[config.mk]
export PLATFORM = sky130hd
export DESIGN_NAME = capture_compare_array
export DESIGN_NICKNAME = d
export VERILOG_FILES = /design/src/core/capture_compare_pkg.sv /design/src/core/capture_compare_array.sv
export VERILOG_INCLUDE_DIRS = /design/src /design/src/core
export SDC_FILE = /design/constraint.sdc
export NUM_CORES = 1
export LEC_CHECK = 0
export BUFFER_PORTS_ARGS = -buffer_cell sky130_fd_sc_hd__buf_2
export CAP_MARGIN = 20
export CORE_AREA = 4 4 132 198
export CTS_CLUSTER_SIZE = 25
export DETAILED_ROUTE_END_ITERATION = 16
export DIE_AREA = 0 0 136 202
export PLACE_DENSITY = 0.68
export SETUP_SLACK_MARGIN = 0.3
export SYNTH_ARGS = -nofsm -noshare
export SYNTH_HDL_FRONTEND = slang
export SYNTH_SLANG_ARGS = --single-unit
export TNS_END_PERCENT = 30
[constraint.sdc]
create_clock -name pclk -period 2.63 [get_ports pclk]
set_clock_uncertainty 0.1 [all_clocks]
set_input_delay 0.526 -clock pclk [delete_from_list [all_inputs] [get_ports pclk]]
set_output_delay 0.526 -clock pclk [all_outputs]
set_load 0.1 [all_outputs]
[src/core/capture_compare_params.svh]
// Purpose: offsets, field positions, resets and counts of the counter array
// Assumes: register index = printed offset, byte address = 4 * index
// Notes:   definitions only
`ifndef CAPTURE_COMPARE_PARAMS_SVH
`define CAPTURE_COMPARE_PARAMS_SVH

// register indices
`define IDX_CONTROL     8'hC0
`define IDX_MODE        8'hC1
`define IDX_MODULE0     8'hC2
`define IDX_CNT_LOW     8'hD0
`define IDX_CNT_HIGH    8'hD1
`define IDX_VAL_LOW0    8'hD8
`define IDX_VAL_HIGH0   8'hE0

// counter control flags fields
`define CON_OVF         7
`define CON_RUN         6
// counter mode fields
`define MOD_IDLE_OFF    7
`define MOD_WDOG        6
`define MOD_SRC_HI      2
`define MOD_SRC_LO      1
`define MOD_OVF_IRQ     0
// module mode fields
`define MM_CMP_EN       6
`define MM_CAP_RISE     5
`define MM_CAP_FALL     4
`define MM_FLAG_MATCH   3
`define MM_TOGGLE       2
`define MM_PWM          1
`define MM_IRQ_EN       0

// reset values and masks
`define RST_BYTE        8'h00
`define MASK_CONTROL    8'hDF
`define MASK_MODE       8'hC7
`define MASK_MODULE     8'h7F

// oscillator divide for the internal count source
`define PRESCALE_DIV    6
`define PRESCALE_LAST   3'h5

`endif

[src/core/capture_compare_pkg.sv]
// Purpose: shared types of the counter array
// Assumes: constants live in the params header
// Notes:   no constants here
package capture_compare_pkg;
    // increment source codes, in field order
    typedef enum logic [1:0] {
        src_osc_a,
        src_osc_b,
        src_timer0,
        src_external
    } count_src_type;

    typedef logic [7:0]  byte_type;
    typedef logic [15:0] count_type;
endpackage
[src/core/capture_compare_array.sv]
// Purpose: shared 16-bit counter with five capture/compare modules
// Assumes: pclk is the oscillator; inputs synchronous to pclk
// Notes:   apb slave, one wait state on every access
//
// Functional notes
// - one shared 16-bit counter, five modules
// - mode bits 2:1 choose increment source
// - run bit 6 starts and stops counter
// - overflow sets flag bit 7, irq if enabled
// - software may set overflow flag; only software clears
// - module flags bits 0-4 set on events
// - all interrupts share one request line
// - module mode bit 0 enables module irq
// - module mode bit 1 selects pwm
// - bit 2 toggles pin on match
// - bit 3 sets flag on match
// - bits 4/5 capture falling/rising edges
// - bit 6 enables the comparator
// - each module has 16-bit value pair
// - mode bit 7 gates counter off in idle
// - mode bit 6 enables module 4 watchdog
// - mode bit 0 enables overflow interrupt
// - module n owns pin n
// - enabled edge copies counter into value pair
// - pwm pin low below compare, else high
// - pwm low byte reloads from high at wrap
// - watchdog match makes internal reset only
`include "capture_compare_params.svh"
`timescale 1ns/10ps

module capture_compare_array (
    input  wire logic        pclk,
    input  wire logic        presetn,
    input  wire logic        psel,
    input  wire logic        penable,
    input  wire logic        pwrite,
    input  wire logic [9:0]  paddr,
    input  wire logic [31:0] pwdata,
    output logic      [31:0] prdata,
    output logic             pready,
    output logic             pslverr,
    input  wire logic        idle,
    input  wire logic        timer0_overflow,
    input  wire logic        external_count_input,
    input  wire logic [4:0]  module_pin_in,
    output logic      [4:0]  module_pin_out,
    output logic      [4:0]  module_pin_oe_n,
    output logic             irq,
    output logic             watchdog_reset
);

    ////////////////////////////////////////////////////////////////////
    // state
    // every register resets on presetn, to zero except module_pin_oe_n to ones; there is no soft reset
    // fields sit in own flops; reads repack them,
    // reserved bits forced to zero

    // counter control flags
    logic        ovf_flag_q;
    logic        run_q;
    logic [4:0]  event_flag_q;
    // counter mode fields
    logic        idle_off_q;
    logic        wdog_en_q;
    logic [1:0]  src_q;
    logic        ovf_irq_en_q;
    // shared counter
    capture_compare_pkg::count_type cnt_q;
    logic        step_q;         // counter moved last edge
    logic [2:0]  presc_q;        // oscillator divider
    // external count input sampling
    logic        eci_s1_q;
    logic        eci_s2_q;
    logic        eci_s3_q;
    // per-module storage, indexed by module
    capture_compare_pkg::byte_type mode_q [5];
    capture_compare_pkg::byte_type vlo_q  [5];
    capture_compare_pkg::byte_type vhi_q  [5];
    logic [4:0]  pin_s1_q;
    logic [4:0]  pin_s2_q;
    logic [4:0]  pin_s3_q;

    ////////////////////////////////////////////////////////////////////
    // bus decode
    // index is the word address; lanes above 7:0 ignored
    // acc is the completing edge only: a write lands once
    // unmapped index answers pslverr and changes nothing

    wire  [7:0]  idx      = paddr[9:2];
    wire         acc      = psel & penable & pready;
    wire         wr       = acc & pwrite;
    wire  [7:0]  wbyte    = pwdata[7:0];
    wire         hit_con  = (idx == `IDX_CONTROL);
    wire         hit_mod  = (idx == `IDX_MODE);
    wire         hit_cl   = (idx == `IDX_CNT_LOW);
    wire         hit_ch   = (idx == `IDX_CNT_HIGH);
    wire  [4:0]  hit_mm;          // module mode hits
    wire  [4:0]  hit_vl;          // value low hits
    wire  [4:0]  hit_vh;          // value high hits
    wire         mapped   = hit_con | hit_mod | hit_cl | hit_ch
                          | (|hit_mm) | (|hit_vl) | (|hit_vh);

    ////////////////////////////////////////////////////////////////////
    // count source and gating
    // every source reduces to a one-cycle pclk tick
    // limitation: external pulses under one pclk period
    // may be missed by the sampling flops

    wire         osc_tick = (presc_q == `PRESCALE_LAST);
    // falling edge on the external count input
    wire         eci_fall = eci_s3_q & ~eci_s2_q;
    capture_compare_pkg::count_src_type src;
    assign src = capture_compare_pkg::count_src_type'(src_q);

    logic        src_tick;
    // pick the increment source
    always_comb begin
        case (src)
            capture_compare_pkg::src_osc_a:    src_tick = osc_tick;
            capture_compare_pkg::src_osc_b:    src_tick = osc_tick;
            capture_compare_pkg::src_timer0:   src_tick = timer0_overflow;
            capture_compare_pkg::src_external: src_tick = eci_fall;
            default:                           src_tick = 1'b0;
        endcase
    end

    // run bit and idle gate both hold the counter
    wire         cnt_on  = run_q & ~(idle & idle_off_q);
    wire         tick    = cnt_on & src_tick;
    wire         ovf     = tick & (cnt_q == 16'hFFFF);
    wire         lo_wrap = tick & (cnt_q[7:0] == 8'hFF);

    // software writes win over counting
    // a tick lost to a counter write is not made up
    wire  [15:0] cnt_d   = (wr & hit_cl) ? {cnt_q[15:8], wbyte}
                         : (wr & hit_ch) ? {wbyte, cnt_q[7:0]}
                         : tick          ? cnt_q + 16'h0001
                         : cnt_q;

    ////////////////////////////////////////////////////////////////////
    // per-module events
    // one generate copy per module: pin n, flag n
    // match waits for step_q, so a stopped counter on a
    // compare value does not re-fire every cycle; a
    // software counter write is no step, but one landing with a tick sets step_q and can match

    wire  [4:0]  match;           // comparator hit this edge
    wire  [4:0]  capture;         // enabled pin edge
    wire  [4:0]  event_set;       // sets module flag
    wire  [4:0]  irq_term;        // flag gated by enable
    wire  [7:0]  rd_term [5];     // read contribution

    genvar i;
    generate
        for (i = 0; i < 5; i = i + 1) begin : g_mod
            wire [7:0] m   = mode_q[i];
            wire       pwm = m[`MM_PWM];
            wire       rise = pin_s2_q[i] & ~pin_s3_q[i];
            wire       fall = pin_s3_q[i] & ~pin_s2_q[i];

            assign hit_mm[i] = (idx == (`IDX_MODULE0 + 8'(i)));
            assign hit_vl[i] = (idx == (`IDX_VAL_LOW0 + 8'(i)));
            assign hit_vh[i] = (idx == (`IDX_VAL_HIGH0 + 8'(i)));

            // compare only after the counter moved, one hit per value
            assign match[i] = m[`MM_CMP_EN] & step_q
                            & (cnt_q == {vhi_q[i], vlo_q[i]});
            assign capture[i] = (m[`MM_CAP_RISE] & rise)
                              | (m[`MM_CAP_FALL] & fall);
            assign event_set[i] = capture[i]
                                | (m[`MM_FLAG_MATCH] & match[i] & ~pwm);
            assign irq_term[i] = event_flag_q[i] & m[`MM_IRQ_EN];

            assign rd_term[i] = (hit_mm[i] ? (m & `MASK_MODULE) : 8'h00)
                              | (hit_vl[i] ? vlo_q[i] : 8'h00)
                              | (hit_vh[i] ? vhi_q[i] : 8'h00);

            // mode register
            // bit 7 is stored but reads back as zero
            always_ff @(posedge pclk or negedge presetn) begin
                if (!presetn) begin
                    mode_q[i] <= `RST_BYTE;
                end else if (wr & hit_mm[i]) begin
                    mode_q[i] <= wbyte;
                end
            end

            // value pair: write, capture, or pwm reload
            // write beats capture, capture beats reload
            always_ff @(posedge pclk or negedge presetn) begin
                if (!presetn) begin
                    vlo_q[i] <= `RST_BYTE;
                    vhi_q[i] <= `RST_BYTE;
                end else begin
                    if (wr & hit_vl[i]) begin
                        vlo_q[i] <= wbyte;
                    end else if (capture[i]) begin
                        vlo_q[i] <= cnt_q[7:0];
                    end else if (pwm & lo_wrap) begin
                        vlo_q[i] <= vhi_q[i];
                    end
                    if (wr & hit_vh[i]) begin
                        vhi_q[i] <= wbyte;
                    end else if (capture[i]) begin
                        vhi_q[i] <= cnt_q[15:8];
                    end
                end
            end

            // pin drive; driven in pwm or toggle mode, else input
            // pwm wins, so a pwm pin never flips on a match
            // leaving both modes hands the pin back
            always_ff @(posedge pclk or negedge presetn) begin
                if (!presetn) begin
                    module_pin_out[i]  <= 1'b0;
                    module_pin_oe_n[i] <= 1'b1;
                end else begin
                    module_pin_oe_n[i] <= ~(pwm | m[`MM_TOGGLE]);
                    if (pwm) begin
                        // low below the compare byte, high at or above
                        module_pin_out[i] <= (cnt_q[7:0] >= vlo_q[i]);
                    end else if (m[`MM_TOGGLE] & match[i]) begin
                        module_pin_out[i] <= ~module_pin_out[i];
                    end
                end
            end
        end
    endgenerate

    ////////////////////////////////////////////////////////////////////
    // read data mux
    // at most one hit is true, so the or is a select
    // registered into prdata during the wait cycle

    logic [7:0] rmux;
    // or together the hit registers; reserved bits read zero
    always_comb begin
        rmux = 8'h00;
        if (hit_con) begin
            rmux = {ovf_flag_q, run_q, 1'b0, event_flag_q};
        end
        if (hit_mod) begin
            rmux = {idle_off_q, wdog_en_q, 3'h0, src_q, ovf_irq_en_q};
        end
        if (hit_cl) begin
            rmux = cnt_q[7:0];
        end
        if (hit_ch) begin
            rmux = cnt_q[15:8];
        end
        for (int k = 0; k < 5; k++) begin
            rmux = rmux | rd_term[k];
        end
    end

    ////////////////////////////////////////////////////////////////////
    // apb handshake: ready one cycle into the access phase
    // one wait state always, mapped or not
    // prdata is zero outside the answer, no stale bytes
    // trade-off: a fixed wait costs a cycle but keeps
    // the decode off a paddr to prdata path

    always_ff @(posedge pclk or negedge presetn) begin
        if (!presetn) begin
            pready  <= 1'b0;
            pslverr <= 1'b0;
            prdata  <= 32'h0000_0000;
        end else begin
            // pulse ready once per access; drops after the taking edge
            pready  <= psel & penable & ~pready;
            pslverr <= psel & penable & ~pready & ~mapped;
            prdata  <= (psel & penable & ~pready & ~pwrite)
                     ? {24'h00_0000, rmux} : 32'h0000_0000;
        end
    end

    ////////////////////////////////////////////////////////////////////
    // counter control flags; hardware set beats software clear
    // a clear in the cycle of an event loses to it,
    // so software never loses a flag it has not seen
    // writing one sets a flag, handy to test the irq path

    always_ff @(posedge pclk or negedge presetn) begin
        if (!presetn) begin
            ovf_flag_q   <= 1'b0;
            run_q        <= 1'b0;
            event_flag_q <= 5'h00;
        end else begin
            if (wr & hit_con) begin
                run_q <= wbyte[`CON_RUN];
            end
            // software may write one too; only a write clears
            ovf_flag_q <= ((wr & hit_con) ? wbyte[`CON_OVF] : ovf_flag_q)
                        | ovf;
            event_flag_q <= ((wr & hit_con) ? wbyte[4:0] : event_flag_q)
                          | event_set;
        end
    end

    ////////////////////////////////////////////////////////////////////
    // counter mode register; reserved bits are not stored
    // bits 5:3 are dropped on write, read back as zero
    // a new source acts from its next tick, no resync

    always_ff @(posedge pclk or negedge presetn) begin
        if (!presetn) begin
            idle_off_q   <= 1'b0;
            wdog_en_q    <= 1'b0;
            src_q        <= 2'h0;
            ovf_irq_en_q <= 1'b0;
        end else if (wr & hit_mod) begin
            idle_off_q   <= wbyte[`MOD_IDLE_OFF];
            wdog_en_q    <= wbyte[`MOD_WDOG];
            src_q        <= wbyte[`MOD_SRC_HI:`MOD_SRC_LO];
            ovf_irq_en_q <= wbyte[`MOD_OVF_IRQ];
        end
    end

    ////////////////////////////////////////////////////////////////////
    // counter, divider, input sampling
    // cnt_d already holds writes, ticks and hold,
    // so this block only registers it
    // the first sampling stage may be metastable;
    // nothing but the second stage reads it

    always_ff @(posedge pclk or negedge presetn) begin
        if (!presetn) begin
            cnt_q    <= 16'h0000;
            step_q   <= 1'b0;
            presc_q  <= 3'h0;
            eci_s1_q <= 1'b0;
            eci_s2_q <= 1'b0;
            eci_s3_q <= 1'b0;
            pin_s1_q <= 5'h00;
            pin_s2_q <= 5'h00;
            pin_s3_q <= 5'h00;
        end else begin
            cnt_q    <= cnt_d;
            step_q   <= tick;
            // divider runs free so the rate is steady when started
            presc_q  <= osc_tick ? 3'h0 : presc_q + 3'h1;
            // two stages, third stage only for edge compare
            eci_s1_q <= external_count_input;
            eci_s2_q <= eci_s1_q;
            eci_s3_q <= eci_s2_q;
            pin_s1_q <= module_pin_in;
            pin_s2_q <= pin_s1_q;
            pin_s3_q <= pin_s2_q;
        end
    end

    ////////////////////////////////////////////////////////////////////
    // interrupt request and watchdog reset
    // irq is a level following flags and enables
    // watchdog_reset is a one-cycle internal pulse,
    // kept apart from presetn: no reset pin is driven

    always_ff @(posedge pclk or negedge presetn) begin
        if (!presetn) begin
            irq            <= 1'b0;
            watchdog_reset <= 1'b0;
        end else begin
            // one shared line for overflow and all modules
            irq <= (ovf_flag_q & ovf_irq_en_q) | (|irq_term);
            // internal pulse only; no reset pin is driven here
            watchdog_reset <= wdog_en_q & match[4];
        end
    end

endmodule

==> impl_metrics.env, run 1 <==
export IMPL_synth_largest_area_cell="dfrtp_1"
export IMPL_via_per_inst=6.40
export IMPL_cts_buffers=17
export IMPL_drc=0
export IMPL_synthArstFlopShare_pct=100
export IMPL_max_slew_margin_rel_pct=35.2
export IMPL_vias=10800
export IMPL_cts_root_buf="clkbuf_16"
export IMPL_diodes=0
export IMPL_dr_wl_met2_um=20100
export IMPL_dp_hpwl_um=31600
export IMPL_fill_cells=2147
export IMPL_timing_setup_tns_ns=0
export IMPL_period_share_pct=87.2
export IMPL_crit_top_cell="xor2_1"
export IMPL_core_mm2=0.0243
export IMPL_endpoint_kind="flip-flop"
export IMPL_synth_area_per_cell_um2=9.40
export IMPL_syn_area_mm2=0.0121
export IMPL_min_from="external_count_input"
export IMPL_num_io_pins=101
export IMPL_met1Wirelength_um=16200
export IMPL_worstSetupStartpointType="flip-flop"
export IMPL_synth_edf_count=0
export IMPL_cp_slowest_stage_delay_ns=0.76
export IMPL_cp_max_fo=9
export IMPL_critical_path_buf_inv_count=0
export IMPL_std_cell_rows=70
export IMPL_cpMaxStageDelayCell="dfrtp_1"
export IMPL_grt_pass1_vias=10400
export IMPL_firstDrtPassIters=6
export IMPL_synth_cells=1284
export IMPL_cts_htree_levels=4
export IMPL_ys_warn_count=0
export IMPL_status="finished clean"
export IMPL_hold_depth=1
export IMPL_hp_class="input port to flip-flop"
export IMPL_powerDensity_mw_per_mm2=473
export IMPL_antenna_found_initial=0
export IMPL_ir_worst_vdd_mv=0.363
export IMPL_stdcell_count=1681
export IMPL_clock_sinks=187
export IMPL_final_cell_area_mm2=0.0137
export IMPL_drt_iter0_drc=1181
export IMPL_slew_violations=0
export IMPL_routedWlPerCell_um=25.6
export IMPL_cp_arrival_ns=2.56
export IMPL_clk_path_buf_depth=2
export IMPL_die_area_mm2=0.0275
export IMPL_crit_family="simple AND/OR/NAND/NOR gates"
export IMPL_overflow=0
export IMPL_drive_gt1_share_pct=19.9
export IMPL_rr_endpoint="module_pin_out[2]"
export IMPL_clock_latency_ns=0.44
export IMPL_hold_violations=0
export IMPL_drtAntennaViolNets=0
export IMPL_top_layer="met4"
export IMPL_die_height_um=202
export IMPL_power_leakage_nw=6.10
export IMPL_r2r_cells=5
export IMPL_setup_viol=0
export IMPL_synth_area_leaders="dfrtp_1, mux2i_1, ha_1"
export IMPL_rsz0062_at_grt="yes"
export IMPL_synth_top_area_share_pct=37.7
export IMPL_dpl_instance_area_mm2=0.0131
export IMPL_synth_ff_type="dfrtp_1"
export IMPL_ys_seq_elements=187
export IMPL_die_w_um=136
export IMPL_io_buffers=50
export IMPL_cp_data_required_time_ns=2.90
export IMPL_power_mw=6.50
export IMPL_routed_wl_met3_um=3280
export IMPL_critical_path_class="flip-flop to flip-flop"
export IMPL_rrSetupSlack_ns=0.34
export IMPL_fmax_mhz=436
export IMPL_syn_to_final_growth_pct=13.9
export IMPL_regToRegStartpoint="cnt_q[11]"
export IMPL_ys_seq_area_share_pct=38.8
export IMPL_holdPathEnd="eci_s1_q"
export IMPL_tightest_slew_ns=0.969
export IMPL_grt_first_pass_wirelength_um=64900
export IMPL_finalCriticalPeriod_ns=2.29
export IMPL_cts_tree="done"
export IMPL_drv_cap=0
export IMPL_floorplan_initialDensity_pct=49.7
export IMPL_final_nets=1440
export IMPL_grt_max_degree=56
export IMPL_path_cells="xor2_1, nor4_1, nand4_1, xor2_1, a21oi_1"
export IMPL_placed_cells=1646
export IMPL_finalWirelength_um=43000
export IMPL_path_clk_slew_ns=0.07
export IMPL_track_usage_pct=31.6
export IMPL_synth_distinct_cells=78
export IMPL_finalWeightedCongestion=1.03
[repair_timing]
item,in CTS,in global routing
hold buffers,1,0
resized for setup,3,3
pin swaps,0,0
endpoints found under the setup margin,42,40
buffers inserted,2,0
hold endpoints to repair,46,0
cloned,0,0
[power by group]
part           leakage [nW]  internal (mW)  switching [mW]
Sequential             2.07           2.94          0.0887
Clock                 0.303           1.54            1.21
Combinational          3.73          0.198           0.530
Total                  6.10           4.68            1.82
[logic make-up (layout without fill, tap and decap cells)]
kind of cell / count (synthesis) / count (layout) / synth area share [%]
and+or+nand+nor: 358 / 358 / 15.9
AOI/OAI and AO/OA: 326 / 326 / 17.2
DFF: 187 / 187 / 38.8
buffers and inverters: 183 / 233 / 7.09
muxes: 143 / 143 / 13.4
xor gates and xnor gates: 45 / 45 / 3.27
adders and majority gates: 41 / 41 / 4.25
other: 1 / 24 / 0.0311
[through the flow]
step	utilization [%]	setup WS (ns)	hold WS, ns
floorplan	-	0.298	0.130
global placement	53.9	0.0679	0.232
detailed placement	53.9	0.0484	0.236
CTS	56.6	0.347	0.0663
global route	56.7	0.272	0.0723
finish	56.7	0.338	0.0809
[cell usage in the layout (no fill, tap or decap), types with 44 or more instances in the layout]
cell     Yosys  final
a21oi_1     96     96
xor2_1      44     44
o21ai_0     82     82
a22o_1      47     47
dfrtp_1    182    179
inv_1       52     52
buf_2       25     49
buf_4       30     86
mux2i_1     90     90
nor2_1     111    111
nand2_1     69     69
[how the worst max path moves through the flow]
| stage | from | end | depth (start not counted) |
|---|---|---|---|
| final | cnt_q[11] | module_pin_out[2] | 5 |
| after floorplan | pready | event_flag_q[3] | 6 |
| after CTS | cnt_q[4] | vlo_q[32] | 7 |
| after global routing | cnt_q[7] | event_flag_q[3] | 6 |
| after detailed placement | paddr[2] | vlo_q[26] | 8 |
| after global placement | paddr[2] | vlo_q[25] | 8 |
[sequential cells by signal (all words and copies together) (netlist names), 2 cells and up]
name,flops
presc_q,3
event_flag_q,5
pin_s1_q,5
pin_s3_q,5
module_pin_out,5
g_mod.m,35
module_pin_oe_n,5
cnt_q,16
prdata,8
vlo_q,40
pin_s2_q,5
vhi_q,40
src,2
[synth_stat cells, types with 4 or more instances]
library cell,n
nor3b_1,4
dfstp_2,5
dfrtp_1,182
a21oi_1,96
nand4_1,25
clkbuf_1,62
nor2_1,111
mux2_2,42
buf_4,30
nand2b_1,6
ha_1,41
a211oi_1,4
inv_1,52
o32ai_1,4
nor4_1,14
mux4_2,11
a22oi_1,21
nand3b_1,9
buf_1,9
nor2_2,5
nor2b_1,8
or3_1,9
a31oi_1,18
nor3_1,21
o211ai_1,6
nand2_1,69
nand3_1,30
o21ai_0,82
a21o_1,6
and4_1,8
o22ai_1,4
a211o_1,4
buf_2,25
a22o_1,47
o21ai_1,5
mux2i_1,90
xor2_1,44
and3_1,12
[layer usage]
metal  track usage [%]  vias up
met5                 0        -
met4              21.1        0
met3              5.55      174
met2              49.0      611
met1              40.2     5230
li1                  -     4751
[layout make-up]
cell class | count | area (um^2) | area share [%]
Multi-Input combinational cell | 937 | 6680 | 48.6
Sequential cell | 187 | 4690 | 34.1
Clock buffer | 18 | 439 | 3.19
Inverter | 52 | 195 | 1.42
Clock inverter | 14 | 181 | 1.32
Tap cell | 324 | 405 | 2.95
Timing Repair Buffer | 149 | 1150 | 8.40
Note: power is estimated with default switching activity, not from simulation.
==> run 2: changes to the inputs <==
--- a/config.mk
+++ b/config.mk
@@ -6,12 +6,13 @@
 export SDC_FILE = /design/constraint.sdc
 export NUM_CORES = 1
 export LEC_CHECK = 0
+export ABC_AREA = 1
 export BUFFER_PORTS_ARGS = -buffer_cell sky130_fd_sc_hd__buf_2
 export CAP_MARGIN = 20
-export CORE_AREA = 4 4 132 198
+export CORE_AREA = 4 4 132 197
 export CTS_CLUSTER_SIZE = 25
 export DETAILED_ROUTE_END_ITERATION = 16
-export DIE_AREA = 0 0 136 202
+export DIE_AREA = 0 0 136 201
 export PLACE_DENSITY = 0.68
 export SETUP_SLACK_MARGIN = 0.3
 export SYNTH_ARGS = -nofsm -noshare
==> run 2 against run 1 <==
  * Via count is 14% higher
  * Routed wire length increased by 14%
  * Flip-flop and latch count unchanged
  * Critical endpoint unchanged
==> impl_metrics.env, run 2 <==
export IMPL_fmax_mhz=473
export IMPL_die_height_um=201
export IMPL_grt_max_degree=64
export IMPL_num_io_pins=101
export IMPL_dpl_instance_area_mm2=0.0130
export IMPL_r2r_cells=10
export IMPL_p_switching_mw=2.09
export IMPL_hp_class="input port to flip-flop"
export IMPL_synth_area_per_cell_um2=7.15
export IMPL_synth_top_area_share_pct=38.1
export IMPL_stdcell_count=2107
export IMPL_cts_tree="done"
export IMPL_drt_iter0_drc=1198
export IMPL_ys_seq_area_share_pct=39.2
export IMPL_overflow=0
export IMPL_status="finished clean"
export IMPL_rr_endpoint="module_pin_out[2]"
export IMPL_critical_path_class="flip-flop to flip-flop"
export IMPL_placed_cells=2074
export IMPL_rrSetupSlack_ns=0.51
export IMPL_worstSetupStartpointType="flip-flop"
export IMPL_period_share_pct=80.4
export IMPL_p_comb_share_pct=15.4
export IMPL_hold_violations=0
export IMPL_final_cell_area_mm2=0.0135
export IMPL_finalWeightedCongestion=1.13
export IMPL_max_slew_margin_rel_pct=47.1
export IMPL_setup_viol=0
export IMPL_final_nets=1866
export IMPL_drive_gt1_share_pct=13.2
export IMPL_grt_pass1_vias=11600
export IMPL_core_mm2=0.0243
export IMPL_ys_warn_count=0
export IMPL_crit_family="simple AND/OR/NAND/NOR gates"
export IMPL_critical_path_buf_inv_count=1
export IMPL_drv_cap=0
export IMPL_clock_latency_ns=0.45
export IMPL_synth_most_common_cell="nand2_1"
export IMPL_rsz0062_at_grt="yes"
export IMPL_holdPathEnd="pin_s1_q[1]"
export IMPL_power_leakage_nw=6.93
export IMPL_min_from="module_pin_in[1]"
export IMPL_cts_buffers=17
export IMPL_cp_arrival_ns=2.35
export IMPL_layout_commonest_cell="nand2_1"
export IMPL_swShare_pct=31.5
export IMPL_finalWirelength_um=48900
export IMPL_synth_distinct_cells=44
export IMPL_via_per_inst=5.82
export IMPL_clock_sinks=187
export IMPL_crit_path_start="cnt_q[6]"
export IMPL_syn_to_final_growth_pct=13.0
export IMPL_cp_max_fo=6
export IMPL_synth_ff_type="dfrtp_1"
export IMPL_synth_edf_count=0
export IMPL_vias=12300
export IMPL_cpMaxStageDelayCell="dfrtp_1"
export IMPL_synth_largest_area_cell="dfrtp_1"
export IMPL_path_clk_slew_ns=0.07
export IMPL_ir_worst_vdd_mv=0.456
export IMPL_regToRegStartpoint="cnt_q[6]"
export IMPL_powerDensity_mw_per_mm2=492
export IMPL_cts_setup_buffers=0
export IMPL_clk_path_buf_depth=2
export IMPL_track_usage_pct=36.4
export IMPL_drtAntennaViolNets=0
export IMPL_power_mw=6.65
export IMPL_synthArstFlopShare_pct=100
export IMPL_io_buffers=50
export IMPL_pwr_share_seq_pct=47.1
export IMPL_hold_depth=1
export IMPL_path_cells="buf_4, ha_1, nand2_1, nor2_1, nand2_1, nand3_1, nand2_1, o21ai_0, nand2_1, nand2_1"
export IMPL_finalCriticalPeriod_ns=2.12
export IMPL_mostFrequentLayoutCells="nand2_1, dfrtp_1, o21ai_0"
export IMPL_internal_power_mw=4.55
export IMPL_synth_area_leaders="dfrtp_1, nand2_1, o21ai_0"
export IMPL_synth_cells=1673
export IMPL_std_cell_rows=70
export IMPL_cts_htree_levels=4
export IMPL_cts_root_buf="clkbuf_16"
export IMPL_slew_violations=0
export IMPL_drc=0
export IMPL_timing_setup_tns_ns=0
export IMPL_diodes=0
export IMPL_dp_hpwl_um=36600
export IMPL_synth_commonest_cells="nand2_1, dfrtp_1, o21ai_0"
export IMPL_pwr_share_clk_pct=37.5
export IMPL_cp_data_required_time_ns=2.87
export IMPL_syn_area_mm2=0.0120
export IMPL_grt_first_pass_wirelength_um=72800
export IMPL_tightest_slew_ns=0.793
export IMPL_routedWlPerCell_um=23.2
export IMPL_crit_top_cell="nand2_1"
export IMPL_cp_slowest_stage_delay_ns=0.63
export IMPL_floorplan_initialDensity_pct=49.3
export IMPL_firstDrtPassIters=6
export IMPL_ys_seq_elements=187
export IMPL_die_w_um=136
export IMPL_endpoint_kind="flip-flop"
export IMPL_antenna_found_initial=1
export IMPL_die_area_mm2=0.0273
-- run 2: changes by cell type after synthesis, moves of 19 or more --
cell	before	now
a21oi_1	96	72
a22o_1	47	0
a22oi_1	21	2
clkbuf_1	62	27
inv_1	52	150
mux2_2	42	0
mux2i_1	90	0
nand2_1	69	473
nand3_1	30	134
nor2_1	111	157
nor3b_1	4	25
o21ai_0	82	166
xor2_1	44	18
-- run 2: repair_timing --
item                                    in CTS  in global routing
endpoints found under the hold margin       57                  0
endpoints found under the setup margin       0                 39
resized for setup                            0                  3
hold buffers                                 1                  0
-- run 2: final cells by class --
| type | count | area, um^2 |
|---|---|---|
| fillers | 2415 | 10700 |
| multi-input cells | 1257 | 6260 |
| flip-flops and latches | 187 | 4690 |
| repair buffers | 137 | 977 |
| inverters | 170 | 638 |
| clock buffers | 21 | 460 |
| well taps | 324 | 405 |
| clock inverters | 11 | 87.6 |
-- run 2: kinds of logic after synthesis --
logic type	share of synthesized area, %
AND/OR/NAND/NOR	32.8
other	0.0313
adder cells (fa/ha/maj)	4.29
XOR/XNOR	1.54
AO/OA/AOI/OAI	12.9
flip-flops	39.2
buffers and inverters	9.26
-- run 2: worst max-delay path by stage --
stage / cells after the start / slack [ns] / to
after global routing: 12 / 0.27 / vlo_q[8]
after floorplan: 9 / 0.58 / event_flag_q[2]
after global placement: 10 / 0.21 / vlo_q[17]
final: 10 / 0.51 / module_pin_out[2]
after detailed placement: 10 / 0.21 / vlo_q[19]
after CTS: 10 / 0.39 / module_pin_out[4]
-- run 2: stage by stage --
step	worst slack [ns]	hold WS, ns	utilization, %
2_1_floorplan	0.581	0.130	-
3_3_place_gp	0.211	0.233	53.4
3_5_place_dp	0.209	0.239	53.4
4_1_cts	0.393	0.0691	55.7
5_1_grt	0.265	0.0730	55.7
6_report	0.514	0.0828	55.7
-- run 2: layer usage --
layer | global-route usage (%) | vias to the layer above | share of wire, %
li1 | - | 5617 | -
met1 | 44.4 | 5725 | 37
met2 | 56.6 | 698 | 45
met3 | 5.94 | 227 | 7.9
met4 | 28.3 | 2 | 10
met5 | 0 | - | 0.025
-- run 2: power groups by stage --
stage | sequential [mW] | clock (mW) | combinational [mW]
after global routing | 3.13 | 2.64 | 1.14
after detailed placement | 3.18 | 0 | 1.01
after CTS | 3.12 | 2.52 | 1.02
final | 3.13 | 2.49 | 1.03
after global placement | 3.17 | 0 | 0.995
after floorplan | 3.16 | 0 | 0.667
==> run 3: changes to the inputs <==
--- a/config.mk
+++ b/config.mk
@@ -13,7 +13,7 @@
 export CTS_CLUSTER_SIZE = 25
 export DETAILED_ROUTE_END_ITERATION = 16
 export DIE_AREA = 0 0 136 201
-export PLACE_DENSITY = 0.68
+export PLACE_DENSITY = 0.7
 export SETUP_SLACK_MARGIN = 0.3
 export SYNTH_ARGS = -nofsm -noshare
 export SYNTH_HDL_FRONTEND = slang
==> constraint.sdc (replaced) <==
create_clock -name pclk -period 1.9 [get_ports pclk]
set_clock_uncertainty 0.1 [all_clocks]
set_input_delay 0.38 -clock pclk [delete_from_list [all_inputs] [get_ports pclk]]
set_output_delay 0.38 -clock pclk [all_outputs]
set_load 0.1 [all_outputs]
==> run 3 against run 2 <==
  * The run now ends with negative setup slack left
  * Clock power grew 52%
  * Largest power group unchanged
  * Total power grew 51%
  * Fmax grew 1.4%
  * Largest cell class unchanged
==> impl_metrics.env, run 3 (synthesis gave the netlist of run 2 again) <==
export IMPL_status="finished, violations left"
export IMPL_failed_checks="negative setup slack"
export IMPL_hold_ws_ns=0.110
export IMPL_cp_max_fo=5
export IMPL_cts_htree_levels=4
export IMPL_cp_arrival_ns=2.33
export IMPL_power_leakage_nw=8.39
export IMPL_die_w_um=136
export IMPL_crit_top_cell="nand2_1"
export IMPL_drtAntennaViolNets=0
export IMPL_via_per_inst=5.84
export IMPL_path_clk_slew_ns=0.08
export IMPL_firstDrtPassIters=8
export IMPL_cpMaxStageDelayCell="dfrtp_2"
export IMPL_max_slew_margin_rel_pct=59.6
export IMPL_drv_cap=0
export IMPL_vias=13400
export IMPL_powerDensity_mw_per_mm2=597
export IMPL_clock_sinks=187
export IMPL_clk_path_buf_depth=2
export IMPL_cp_slowest_stage_delay_ns=0.50
export IMPL_critical_path_class="flip-flop to flip-flop"
export IMPL_power_mw=10.0
export IMPL_floorplan_initialDensity_pct=49.3
export IMPL_clock_latency_ns=0.46
export IMPL_finalWirelength_um=54200
export IMPL_dp_hpwl_um=39400
export IMPL_period_share_pct=110
export IMPL_setup_ws_ns=-0.187
export IMPL_drive_gt1_share_pct=31.4
export IMPL_die_area_mm2=0.0273
export IMPL_hold_violations=0
export IMPL_grt_pass1_vias=13000
export IMPL_drc=0
export IMPL_num_io_pins=101
export IMPL_finalCriticalPeriod_ns=2.09
export IMPL_cts_tree="done"
export IMPL_ir_worst_vdd_mv=0.626
export IMPL_syn_to_final_growth_pct=40.7
export IMPL_placed_cells=2223
export IMPL_routedWlPerCell_um=23.7
export IMPL_rsz0062_at_grt="yes"
export IMPL_core_mm2=0.0243
export IMPL_stdcell_count=2288
export IMPL_cp_data_required_time_ns=2.15
export IMPL_cts_buffers=17
export IMPL_grt_max_degree=42
export IMPL_antenna_found_initial=0
export IMPL_path_cells="ha_4, nand2_4, nor2_4, nand4_1, nor2_1, nand4_1, nand2_1, nand2_1, nand2_1, nand2_1"
export IMPL_die_height_um=201
export IMPL_slew_violations=0
export IMPL_overflow=0
export IMPL_track_usage_pct=38.5
export IMPL_drt_iter0_drc=1429
export IMPL_layout_commonest_cell="nand2_1"
export IMPL_cts_root_buf="clkbuf_16"
export IMPL_final_nets=2046
export IMPL_setup_viol=52
export IMPL_worstSetupStartpointType="flip-flop"
export IMPL_mostFrequentLayoutCells="nand2_1, buf_4, dfrtp_1"
export IMPL_io_buffers=50
export IMPL_hp_class="input port to flip-flop"
export IMPL_grt_first_pass_wirelength_um=77300
export IMPL_finalWeightedCongestion=1.13
export IMPL_fill_cells=1949
export IMPL_endpoint_kind="flip-flop"
export IMPL_tightest_slew_ns=0.606
export IMPL_std_cell_rows=70
export IMPL_fmax_mhz=479
## run 3: area by class of cell
class                           instances  area (um^2)  area share, %
Sequential cell                       187         4700           27.9
Antenna cell                            1         2.50         0.0149
Clock buffer                           18          429           2.55
Inverter                              170          679           4.03
Clock inverter                         14          178           1.06
Timing Repair Buffer                  316         3020           17.9
Multi-Input combinational cell       1258         7430           44.1
Tap cell                              324          405           2.41
## run 3: what timing repair did
action | in CTS | in global routing
buffers inserted | 12 | 12
endpoints found under the setup margin | 107 | 152
pin swaps | 61 | 133
gates cloned | 0 | 1
hold buffers | 7 | 0
gates resized for setup | 167 | 194
hold endpoints to repair | 35 | 0
## run 3: power by group
part           internal [mW]  switching [mW]
clock                   2.00            1.78
sequential              4.15           0.176
combinational          0.706            1.24
total                   6.85            3.19
## run 3: per-layer routing
| layer | routed length, um | global-route usage, % |
|---|---|---|
| met5 | 0 | 0 |
| met4 | 5630 | 30.8 |
| met3 | 4460 | 5.97 |
| met2 | 24700 | 60.2 |
| met1 | 19400 | 46.3 |
## run 3: worst max-delay path, delay by kind of cell, from the launching register on
family / cells / cell delay, ns
AND/OR/NAND/NOR: 9 / 1.06
flip-flops: 1 / 0.50
adder cells (fa/ha/maj): 1 / 0.32
## run 3: worst paths after layout
kind	slack [ns]	to	start	cells after the start
worst min register to register	0.25	pin_s2_q[4]	pin_s1_q[4]	0
worst min-delay path	0.11	pready	penable	3
worst max register to register	-0.19	module_pin_out[0]	cnt_q[4]	10
min in group asynchronous	0.32	cnt_q[13]	presetn	2
max in group asynchronous	0.69	module_pin_oe_n[1]	presetn	3
worst max-delay path	-0.19	module_pin_out[0]	cnt_q[4]	10
## run 3: stage by stage
stage / setup WS, ns / TNS (ns) / util [%] / cell area (um^2)
finish: -0.187 / -2.95 / 69.4 / 16800
global route: -0.256 / -6.90 / 69.4 / 16800
CTS: -0.165 / -0.907 / 65.6 / 15900
detailed placement: -0.271 / -11.79 / 59.7 / 14500
global placement: -0.241 / -8.94 / 59.7 / 14500
floorplan: 0.0816 / 0 / - / 12200
